### config.mk
export PLATFORM = sky130hd
export DESIGN_NAME = measurement_command_decoder
export DESIGN_NICKNAME = d
export VERILOG_FILES = /design/src/logic/meas_cmd_pkg.sv /design/src/logic/cmd_classify.sv /design/src/logic/avg_accum.sv /design/src/logic/measurement_command_decoder.sv
export VERILOG_INCLUDE_DIRS = /design/src /design/src/logic
export SDC_FILE = /design/constraint.sdc
export NUM_CORES = 1
export LEC_CHECK = 0
export ABC_AREA = 1
export BUFFER_PORTS_ARGS = -buffer_cell sky130_fd_sc_hd__buf_2
export CAP_MARGIN = 20
export CORE_MARGIN = 5
export CORE_UTILIZATION = 50
export DETAILED_ROUTE_END_ITERATION = 7
export PLACE_DENSITY_LB_ADDON = 0.08
export SLEW_MARGIN = 0
export SYNTH_ARGS = -nofsm -noshare
export SYNTH_HDL_FRONTEND = slang
export SYNTH_SLANG_ARGS = --single-unit
### constraint.sdc
create_clock -name clk_i -period 2.25 [get_ports clk_i]
set_input_delay 0.225 -clock clk_i [delete_from_list [all_inputs] [get_ports clk_i]]
set_output_delay 0.225 -clock clk_i [all_outputs]
set_load 0.03 [all_outputs]
### src/logic/meas_cmd_consts.svh
/*
  constants for the measurement command decoder: command codes, memory words,
  status bit positions, counts.
  assumes inclusion by bare name from the design files.
*/
`ifndef MEAS_CMD_CONSTS_SVH
`define MEAS_CMD_CONSTS_SVH

`define CMD_RAW_BASE 8'ha0
`define CMD_RAW_MASK 8'hf8
`define CMD_AVG2 8'hac
`define CMD_AVG4 8'had
`define CMD_AVG8 8'hae
`define CMD_AVG16 8'haf
`define CMD_SEL_PRIMARY 8'hb0
`define CMD_SEL_SECONDARY 8'hb1
`define CMD_HALT 8'hbf
`define CMD_POLL_NIBBLE 4'hf
`define ADDR_PRIMARY_SETUP 6'h12
`define ADDR_SECONDARY_SETUP 6'h16
`define ST_BUSY 5
`define ST_SETUP_SEL 1
`define RAW_TEMP_BIT 2
`define RAW_AZ_BIT 1
`define RAW_HOST_BIT 0
`define TEMP_KEEP_MASK 16'h1fff
`define LOG2_AVG2 3'h1
`define LOG2_AVG4 3'h2
`define LOG2_AVG8 3'h3
`define LOG2_AVG16 3'h4
`define ONE_SAMPLE 5'h01

`endif

### src/logic/meas_cmd_pkg.sv
/*
  types for the measurement command decoder.
  assumes nothing beyond a SystemVerilog compiler.
*/
package meas_cmd_pkg;
  typedef enum logic [2:0] {
    ST_IDLE = 3'b000,
    ST_FETCH = 3'b001,
    ST_START = 3'b010,
    ST_WAIT = 3'b011,
    ST_DONE = 3'b100
  } dec_state_type;

  typedef enum logic [1:0] {
    KIND_SENSOR = 2'b00,
    KIND_AZ_SENSOR = 2'b01,
    KIND_TEMP = 2'b10,
    KIND_AZ_TEMP = 2'b11
  } meas_kind_type;
endpackage

### src/logic/cmd_classify.sv
/*
  combinational classification of a command byte.
  assumes the byte is stable while cmd_valid is high in the caller.
*/
`timescale 1ns/1ps
`include "meas_cmd_consts.svh"

module cmd_classify
(
  input wire logic [7:0] cmd_i,
  output logic is_raw_o,
  output logic is_avg_o,
  output logic [2:0] avg_log2_o,
  output logic is_sel1_o,
  output logic is_sel2_o,
  output logic is_halt_o,
  output logic is_poll_o
);
  always_comb
  begin
    is_raw_o = (cmd_i & `CMD_RAW_MASK) == `CMD_RAW_BASE;
    is_sel1_o = cmd_i == `CMD_SEL_PRIMARY;
    is_sel2_o = cmd_i == `CMD_SEL_SECONDARY;
    is_halt_o = cmd_i == `CMD_HALT;
    is_poll_o = cmd_i[7:4] == `CMD_POLL_NIBBLE;
    is_avg_o = 1'b1;
    case (cmd_i)
      `CMD_AVG2: avg_log2_o = `LOG2_AVG2;
      `CMD_AVG4: avg_log2_o = `LOG2_AVG4;
      `CMD_AVG8: avg_log2_o = `LOG2_AVG8;
      `CMD_AVG16: avg_log2_o = `LOG2_AVG16;
      default:
      begin
        avg_log2_o = 3'h0;
        is_avg_o = 1'b0;
      end
    endcase
  end
endmodule // cmd_classify

### src/logic/avg_accum.sv
/*
  accumulator for averaged measurements: sums sensor and temperature results
  and divides by a power of two with a right shift.
  assumes clear and add are never high together.
*/
`timescale 1ns/1ps

module avg_accum #(
  parameter int DATA_W = 24,
  parameter int SUM_W = 28
)
(
  input wire logic clk_i,
  input wire logic rst_n_i,
  input wire logic clear_i,
  input wire logic add_i,
  input wire logic [DATA_W-1:0] sens_i,
  input wire logic [DATA_W-1:0] temp_i,
  input wire logic [2:0] log2_i,
  output logic [DATA_W-1:0] sens_avg_o,
  output logic [DATA_W-1:0] temp_avg_o
);
  logic [SUM_W-1:0] sens_sum_r;
  logic [SUM_W-1:0] temp_sum_r;
  logic [SUM_W-1:0] sens_shift;
  logic [SUM_W-1:0] temp_shift;

  always_ff @(posedge clk_i or negedge rst_n_i)
  begin
    if (!rst_n_i)
    begin
      sens_sum_r <= '0;
      temp_sum_r <= '0;
    end
    else if (clear_i)
    begin
      sens_sum_r <= '0;
      temp_sum_r <= '0;
    end
    else if (add_i)
    begin
      sens_sum_r <= sens_sum_r + SUM_W'(sens_i);
      temp_sum_r <= temp_sum_r + SUM_W'(temp_i);
    end
  end

  always_comb
  begin
    sens_shift = sens_sum_r >> log2_i;
    temp_shift = temp_sum_r >> log2_i;
    sens_avg_o = sens_shift[DATA_W-1:0];
    temp_avg_o = temp_shift[DATA_W-1:0];
  end
endmodule // avg_accum

### src/logic/measurement_command_decoder.sv
/*
  measurement command decoder: averaged full measurements, setup selection,
  halt of cyclic operation, status poll and raw measurements.
  assumes an interface front end that hands over a command byte with its
  16-bit data word, a memory read port for the setup words, and a
  measurement engine with start/done handshake.
*/
// Overview of operation
// - command ac runs two full measurements back to back and stores their mean.
// - command ad runs four full measurements back to back and stores their mean.
// - command ae runs eight full measurements back to back and stores their mean.
// - command af runs sixteen full measurements and returns 24-bit averaged results.
// - command b0 selects the setup at memory word 12h and clears status bit 1 (default).
// - command b1 selects the setup at memory word 16h and sets status bit 1.
// - command bf powers the path down, stops cyclic operation, enters sleep, any mode.
// - a byte with upper nibble f is a poll returning status and last result, spi only.
// - raw a0 and a2 measure the sensor with the selected stored setup, a2 with auto-zero.
// - odd raw commands use the host-supplied 16-bit word instead of the stored setup.
// - raw a4 and a6 measure temperature with a fixed internal setup, a6 with auto-zero.
// - on a5 and a7 bits 15 to 13 of the host word are ignored.
// - raw commands a0 to a7 put the unconditioned 24-bit result in the output register.
// - while a command executes, status bit 5 shows busy and new commands are ignored.
`timescale 1ns/1ps
`include "meas_cmd_consts.svh"

module measurement_command_decoder
  import meas_cmd_pkg::*;
#(
  parameter int DATA_W = 24,
  parameter logic [15:0] TEMP_SETUP = 16'h0000
)
(
  input wire logic clk_i,
  input wire logic rst_n_i,
  input wire logic cmd_valid_i,
  input wire logic [7:0] cmd_i,
  input wire logic [15:0] cmd_data_i,
  input wire logic spi_mode_i,
  output logic [5:0] mem_addr_o,
  output logic mem_rd_o,
  input wire logic [15:0] mem_rdata_i,
  input wire logic mem_rvalid_i,
  output logic meas_start_o,
  output logic meas_full_o,
  output logic [1:0] meas_kind_o,
  output logic [15:0] meas_setup_o,
  input wire logic meas_done_i,
  input wire logic [DATA_W-1:0] meas_sens_i,
  input wire logic [DATA_W-1:0] meas_temp_i,
  output logic halt_o,
  output logic busy_o,
  output logic setup_sel_o,
  output logic [DATA_W-1:0] result_sens_o,
  output logic [DATA_W-1:0] result_temp_o,
  output logic result_valid_o,
  output logic poll_o
);
  dec_state_type state_r;
  logic sel_secondary_r;
  logic [7:0] cur_cmd_r;
  logic [15:0] setup_r;
  logic [4:0] remain_r;
  logic [2:0] log2_r;
  logic avg_mode_r;
  logic meas_start_r;
  logic halt_r;
  logic poll_r;
  logic [DATA_W-1:0] res_sens_r;
  logic [DATA_W-1:0] res_temp_r;
  logic res_valid_r;
  logic is_raw;
  logic is_avg;
  logic [2:0] avg_log2;
  logic is_sel1;
  logic is_sel2;
  logic is_halt;
  logic is_poll;
  logic accept;
  logic acc_clear;
  logic acc_add;
  logic [DATA_W-1:0] sens_avg;
  logic [DATA_W-1:0] temp_avg;

  function automatic logic [15:0] raw_setup(input logic [7:0] cmd, input logic [15:0] word);
    if (cmd[`RAW_TEMP_BIT])
      raw_setup = word & `TEMP_KEEP_MASK;
    else
      raw_setup = word;
  endfunction

  // end of one measurement sample
  function automatic logic sample_end(input dec_state_type st, input logic done);
    sample_end = (st == ST_WAIT) && done;
  endfunction

  cmd_classify u_classify
  (
    .cmd_i(cmd_i),
    .is_raw_o(is_raw),
    .is_avg_o(is_avg),
    .avg_log2_o(avg_log2),
    .is_sel1_o(is_sel1),
    .is_sel2_o(is_sel2),
    .is_halt_o(is_halt),
    .is_poll_o(is_poll)
  );

  avg_accum #(
    .DATA_W(DATA_W),
    .SUM_W(DATA_W + 4)
  ) u_accum
  (
    .clk_i(clk_i),
    .rst_n_i(rst_n_i),
    .clear_i(acc_clear),
    .add_i(acc_add),
    .sens_i(meas_sens_i),
    .temp_i(meas_temp_i),
    .log2_i(log2_r),
    .sens_avg_o(sens_avg),
    .temp_avg_o(temp_avg)
  );

  // commands only taken while idle
  assign accept = cmd_valid_i && (state_r == ST_IDLE);
  assign acc_clear = accept && is_avg;
  assign acc_add = sample_end(state_r, meas_done_i) && avg_mode_r;

  // command state machine
  always_ff @(posedge clk_i or negedge rst_n_i)
  begin
    if (!rst_n_i)
      state_r <= ST_IDLE;
    else
    begin
      case (state_r)
        ST_IDLE:
        begin
          if (accept && is_avg)
            state_r <= ST_START;
          else if (accept && is_raw && !cmd_i[`RAW_HOST_BIT] && !cmd_i[`RAW_TEMP_BIT])
            state_r <= ST_FETCH;
          else if (accept && is_raw)
            state_r <= ST_START;
        end
        ST_FETCH:
        begin
          if (mem_rvalid_i)
            state_r <= ST_START;
        end
        ST_START:
          state_r <= ST_WAIT;
        ST_WAIT:
        begin
          // next sample goes back through ST_START, its start pulse two cycles after done
          if (meas_done_i)
            state_r <= (remain_r == `ONE_SAMPLE) ? ST_DONE : ST_START;
        end
        ST_DONE:
          state_r <= ST_IDLE;
        default:
          state_r <= ST_IDLE;
      endcase
    end
  end

  // command byte and averaging depth held for the whole command
  always_ff @(posedge clk_i or negedge rst_n_i)
  begin
    if (!rst_n_i)
    begin
      cur_cmd_r <= 8'h00;
      avg_mode_r <= 1'b0;
      log2_r <= 3'h0;
    end
    else if (accept && is_avg)
    begin
      cur_cmd_r <= cmd_i;
      avg_mode_r <= 1'b1;
      log2_r <= avg_log2;
    end
    else if (accept && is_raw)
    begin
      cur_cmd_r <= cmd_i;
      avg_mode_r <= 1'b0;
      log2_r <= 3'h0;
    end
  end

  // samples still to run for the current command
  always_ff @(posedge clk_i or negedge rst_n_i)
  begin
    if (!rst_n_i)
      remain_r <= 5'h00;
    else if (accept && is_avg)
      remain_r <= 5'(`ONE_SAMPLE << avg_log2);
    else if (accept && is_raw)
      remain_r <= `ONE_SAMPLE;
    else if (sample_end(state_r, meas_done_i))
      remain_r <= remain_r - `ONE_SAMPLE;
  end

  // measurement setup word
  always_ff @(posedge clk_i or negedge rst_n_i)
  begin
    if (!rst_n_i)
      setup_r <= 16'h0000;
    else if (accept && is_raw && cmd_i[`RAW_HOST_BIT])
      setup_r <= raw_setup(cmd_i, cmd_data_i);
    else if (accept && is_raw && cmd_i[`RAW_TEMP_BIT])
      setup_r <= TEMP_SETUP;
    else if ((state_r == ST_FETCH) && mem_rvalid_i)
      setup_r <= mem_rdata_i;
  end

  // setup selection
  always_ff @(posedge clk_i or negedge rst_n_i)
  begin
    if (!rst_n_i)
      sel_secondary_r <= 1'b0;
    else if (accept && is_sel1)
      sel_secondary_r <= 1'b0;
    else if (accept && is_sel2)
      sel_secondary_r <= 1'b1;
  end

  // start pulse for the engine
  always_ff @(posedge clk_i or negedge rst_n_i)
  begin
    if (!rst_n_i)
      meas_start_r <= 1'b0;
    else
      meas_start_r <= (state_r == ST_START);
  end

  // halt pulse
  always_ff @(posedge clk_i or negedge rst_n_i)
  begin
    if (!rst_n_i)
      halt_r <= 1'b0;
    else
      halt_r <= accept && is_halt;
  end

  // poll pulse, spi only
  always_ff @(posedge clk_i or negedge rst_n_i)
  begin
    if (!rst_n_i)
      poll_r <= 1'b0;
    else
      poll_r <= accept && is_poll && spi_mode_i;
  end

  // result data
  always_ff @(posedge clk_i or negedge rst_n_i)
  begin
    if (!rst_n_i)
    begin
      res_sens_r <= '0;
      res_temp_r <= '0;
    end
    else if (state_r == ST_DONE && avg_mode_r)
    begin
      res_sens_r <= sens_avg;
      res_temp_r <= temp_avg;
    end
    else if (sample_end(state_r, meas_done_i) && !avg_mode_r)
    begin
      res_sens_r <= cur_cmd_r[`RAW_TEMP_BIT] ? meas_temp_i : meas_sens_i;
      res_temp_r <= '0;
    end
  end

  // result valid: any accepted command but a poll drops it
  always_ff @(posedge clk_i or negedge rst_n_i)
  begin
    if (!rst_n_i)
      res_valid_r <= 1'b0;
    else if (state_r == ST_DONE && avg_mode_r)
      res_valid_r <= 1'b1;
    else if (sample_end(state_r, meas_done_i) && !avg_mode_r)
      res_valid_r <= 1'b1;
    else if (accept && !is_poll)
      res_valid_r <= 1'b0;
  end

  always_comb
  begin
    mem_rd_o = (state_r == ST_FETCH);
    mem_addr_o = sel_secondary_r ? `ADDR_SECONDARY_SETUP : `ADDR_PRIMARY_SETUP;
    meas_start_o = meas_start_r;
    meas_full_o = avg_mode_r;
    meas_kind_o = cur_cmd_r[`RAW_TEMP_BIT:`RAW_AZ_BIT];
    meas_setup_o = setup_r;
    halt_o = halt_r;
    busy_o = (state_r != ST_IDLE);
    setup_sel_o = sel_secondary_r;
    result_sens_o = res_sens_r;
    result_temp_o = res_temp_r;
    result_valid_o = res_valid_r;
    poll_o = poll_r;
  end
endmodule // measurement_command_decoder

==> metrics.yaml <==
run_status: "finished, final reports clean"
clock_latency_ns: 0.43
setup_viol: 0
dp_cells: 2138
drive_gt1_share_pct: 13.5
port_buffers: 168
peakVddDrop_mv: 0.587
leakagePower_uw: 0.00695
cpLargestDelayFamily: "buffers and inverters"
top_layer_used: "met4"
critPathSlowestCell: "clkinvlp_4"
drt_pre_antenna_iters: 6
num_io_pins: 174
area.sequential_um2: 3480
gp_congestion: 0.971
num-nets-final: 2024
cts_made_buffers: 17
coreArea_um2: 21900
dr_wl_met2_mm: 16.5
routedLengthMet1_mm: 18.3
layout_common_cells: "603 x nand2_1, 184 x inv_1, 167 x buf_2"
startpoint_type: "flip-flop"
stdcell_count: 2171
num_rows: 54
ys_ff_latch: 139
synth_cells: 1735
drv_cap: 0
fin_ws_ns: 0.0961
final_common_cell: "nand2_1"
hold_viol: 0
root_buffer: "clkbuf_16"
fin_hold_ws_ns: 0.0107
syn-cell-area_um2: 11200
vias: 12100
worstPathRequired_ns: 2.55
wire_per_inst_um: 18.1
yosys_most_used_dff: "dfrtp_1"
grt_max_degree: 77
grt-ovfl-total: 0
seq_area_frac_synth_pct: 31.1
synth_edf_count: 0
finalCriticalPeriod_ns: 2.15
timing.final.max_slew_violations: 0
slowest_delay_ns: 0.42
finalSetupTns_ns: 0
end_kind: "flip-flop"
drt_wl_total_mm: 39.3
fin_skew_ns: 0.0144
dpl_worst_slack_ns: 0.123
crit_buf_inv: 2
viasPerCell: 5.58
clk_path_buf_depth: 2
wl_met3_mm: 3.81
fp.dieH_um: 159
antenna_found_initial: 0
hold_class: "input pin to flip-flop"
cp.arrival_ns: 2.46
initial_core_util_pct: 51.0
syn_to_final_growth_pct: 15.2
clock-sinks: 139
path_cells: "clkinvlp_4 -> buf_4 -> o21ai_0 -> nand2_1 -> nand2_1 -> a21oi_1 -> o21ai_0 -> nand2_1"
max_freq_mhz: 464
multiInputGateArea_um2: 6600
ctsHtreeMaxLevel: 4
grt_pass1_wl_mm: 61.5
drc: 0
grt_pass1_vias: 10900
antenna_cells: 0
async_flop_share_pct: 100
tritoncts: "done"
cpMostUsedCell: "nand2_1"
grt_usage_pct: 30.0
grt_setup_unrepaired: "no"
synth.yosys.warnings: 0
synth.avg_cell_area_um2: 6.44
cp_max_fo: 23
die_area_um2: 25400
worst_pin_slew_ns: 0.830
path_clk_slew_ns: 0.07
crit_type: "flip-flop to flip-flop"
ant_nets: 0
yosysUniqueCellTypes: 49
die_x_um: 159
post-route-period-util_pct: 95.7
drt_iter0_markers: 1296
place.detailed.hpwl_mm: 30.7
n_fill_cell: 2209
p_per_area_nw_per_um2: 1380
slew_headroom_pct: 44.1
-- cell usage after synthesis, types with 8 or more instances --
master	n	area [um2]
clkbuf_1	24	90.1
a31oi_1	16	100
nor2_1	129	484
o21ai_0	134	671
a21oi_1	132	661
inv_1	185	694
xnor2_1	9	78.8
a22o_1	14	123
nand4_1	8	50.1
nand2_1	604	2270
mux2i_1	16	160
buf_4	12	90.1
a32o_1	8	80.1
ha_1	50	626
dfrtp_1	139	3480
nand3_1	101	505
o22ai_1	19	119
buf_2	30	150
o211ai_1	10	75.1
nor3_1	13	65.1
o21ai_1	9	45.0
-- registers in the layout (all words and copies together), names as in the netlist --
name and count:
meas_start_o 1, setup_sel_o 1, log2_r 3, meas_setup_o 16
u_accum.temp_sum_r 28, result_sens_o 24, remain_r 5, poll_o 1
state_r 3, result_valid_o 1, cur_cmd_r 2, meas_full_o 1
halt_o 1, u_accum.sens_sum_r 28, result_temp_o 24
-- worst reg2reg max path, delay by kind of cell (launching register included) --
kind                   cells  cell delay, ns
AOI/OAI and AO/OA          3            0.56
buffers and inverters      2            0.77
DFF                        1            0.41
and+or+nand+nor            3            0.29
-- metrics by stage --
stage	cell area (um2)	utilization, %	power, uW
6_report	12900	58.8	17800
4_1_cts	12900	58.7	17600
5_1_grt	12900	58.8	19100
2_1_floorplan	11200	-	11600
3_3_place_gp	12300	56.2	14700
3_5_place_dp	12300	56.2	14800
-- worst paths after layout --
path,start,end,slack [ns],depth (start not counted)
min reg2reg,result_sens_o[12],result_sens_o[12],0.48,2
max in group asynchronous,rst_n_i,log2_r[0],1.26,3
min in group asynchronous,rst_n_i,u_accum.sens_sum_r[3],0.30,2
max,log2_r[0],result_temp_o[1],0.1,8
max reg2reg,log2_r[0],result_temp_o[1],0.1,8
min,spi_mode_i,poll_o,0.01,3
-- repair_timing --
item / 4_1_cts / 5_1_grt
setup endpoints to repair: 0 / 6
resized for setup: 0 / 5
endpoints found under the hold margin: 42 / 0
buffers inserted: 0 / 0
hold buffers: 1 / 0
-- metal layers --
metal  vias up  global-route usage [%]
met5         -                       0
met2       541                    43.0
met4         0                    6.55
li1       5943                       -
met3        50                    7.53
met1      5591                    45.4
-- cell type report --
type / instances / area share (%)
Clock inverter: 15 / 0.992
Clock buffer: 17 / 3.31
Multi-Input combinational cell: 1331 / 51.3
Sequential cell: 139 / 27.0
Tap cell: 280 / 2.72
Inverter: 191 / 5.60
Timing Repair Buffer: 198 / 9.03
-- cell families after synthesis --
group                    Yosys count  synth area share [%]
AO/OA/AOI/OAI                    358                  17.9
XOR/XNOR                          14                  1.10
adder cells (fa/ha/maj)           52                  5.96
buffers and inverters            268                  9.96
flip-flops                       139                  31.1
multiplexers                      16                  1.43
other                              2                0.0672
AND/OR/NAND/NOR                  886                  32.4
-- power breakdown --
group | switching [uW] | internal, uW | total (uW)
Combinational | 7090 | 3320 | 10400
Clock | 1300 | 1450 | 2760
Sequential | 1020 | 3570 | 4580
Total | 9410 | 8340 | 17800
No activity file was read; power rests on OpenSTA's default activity.
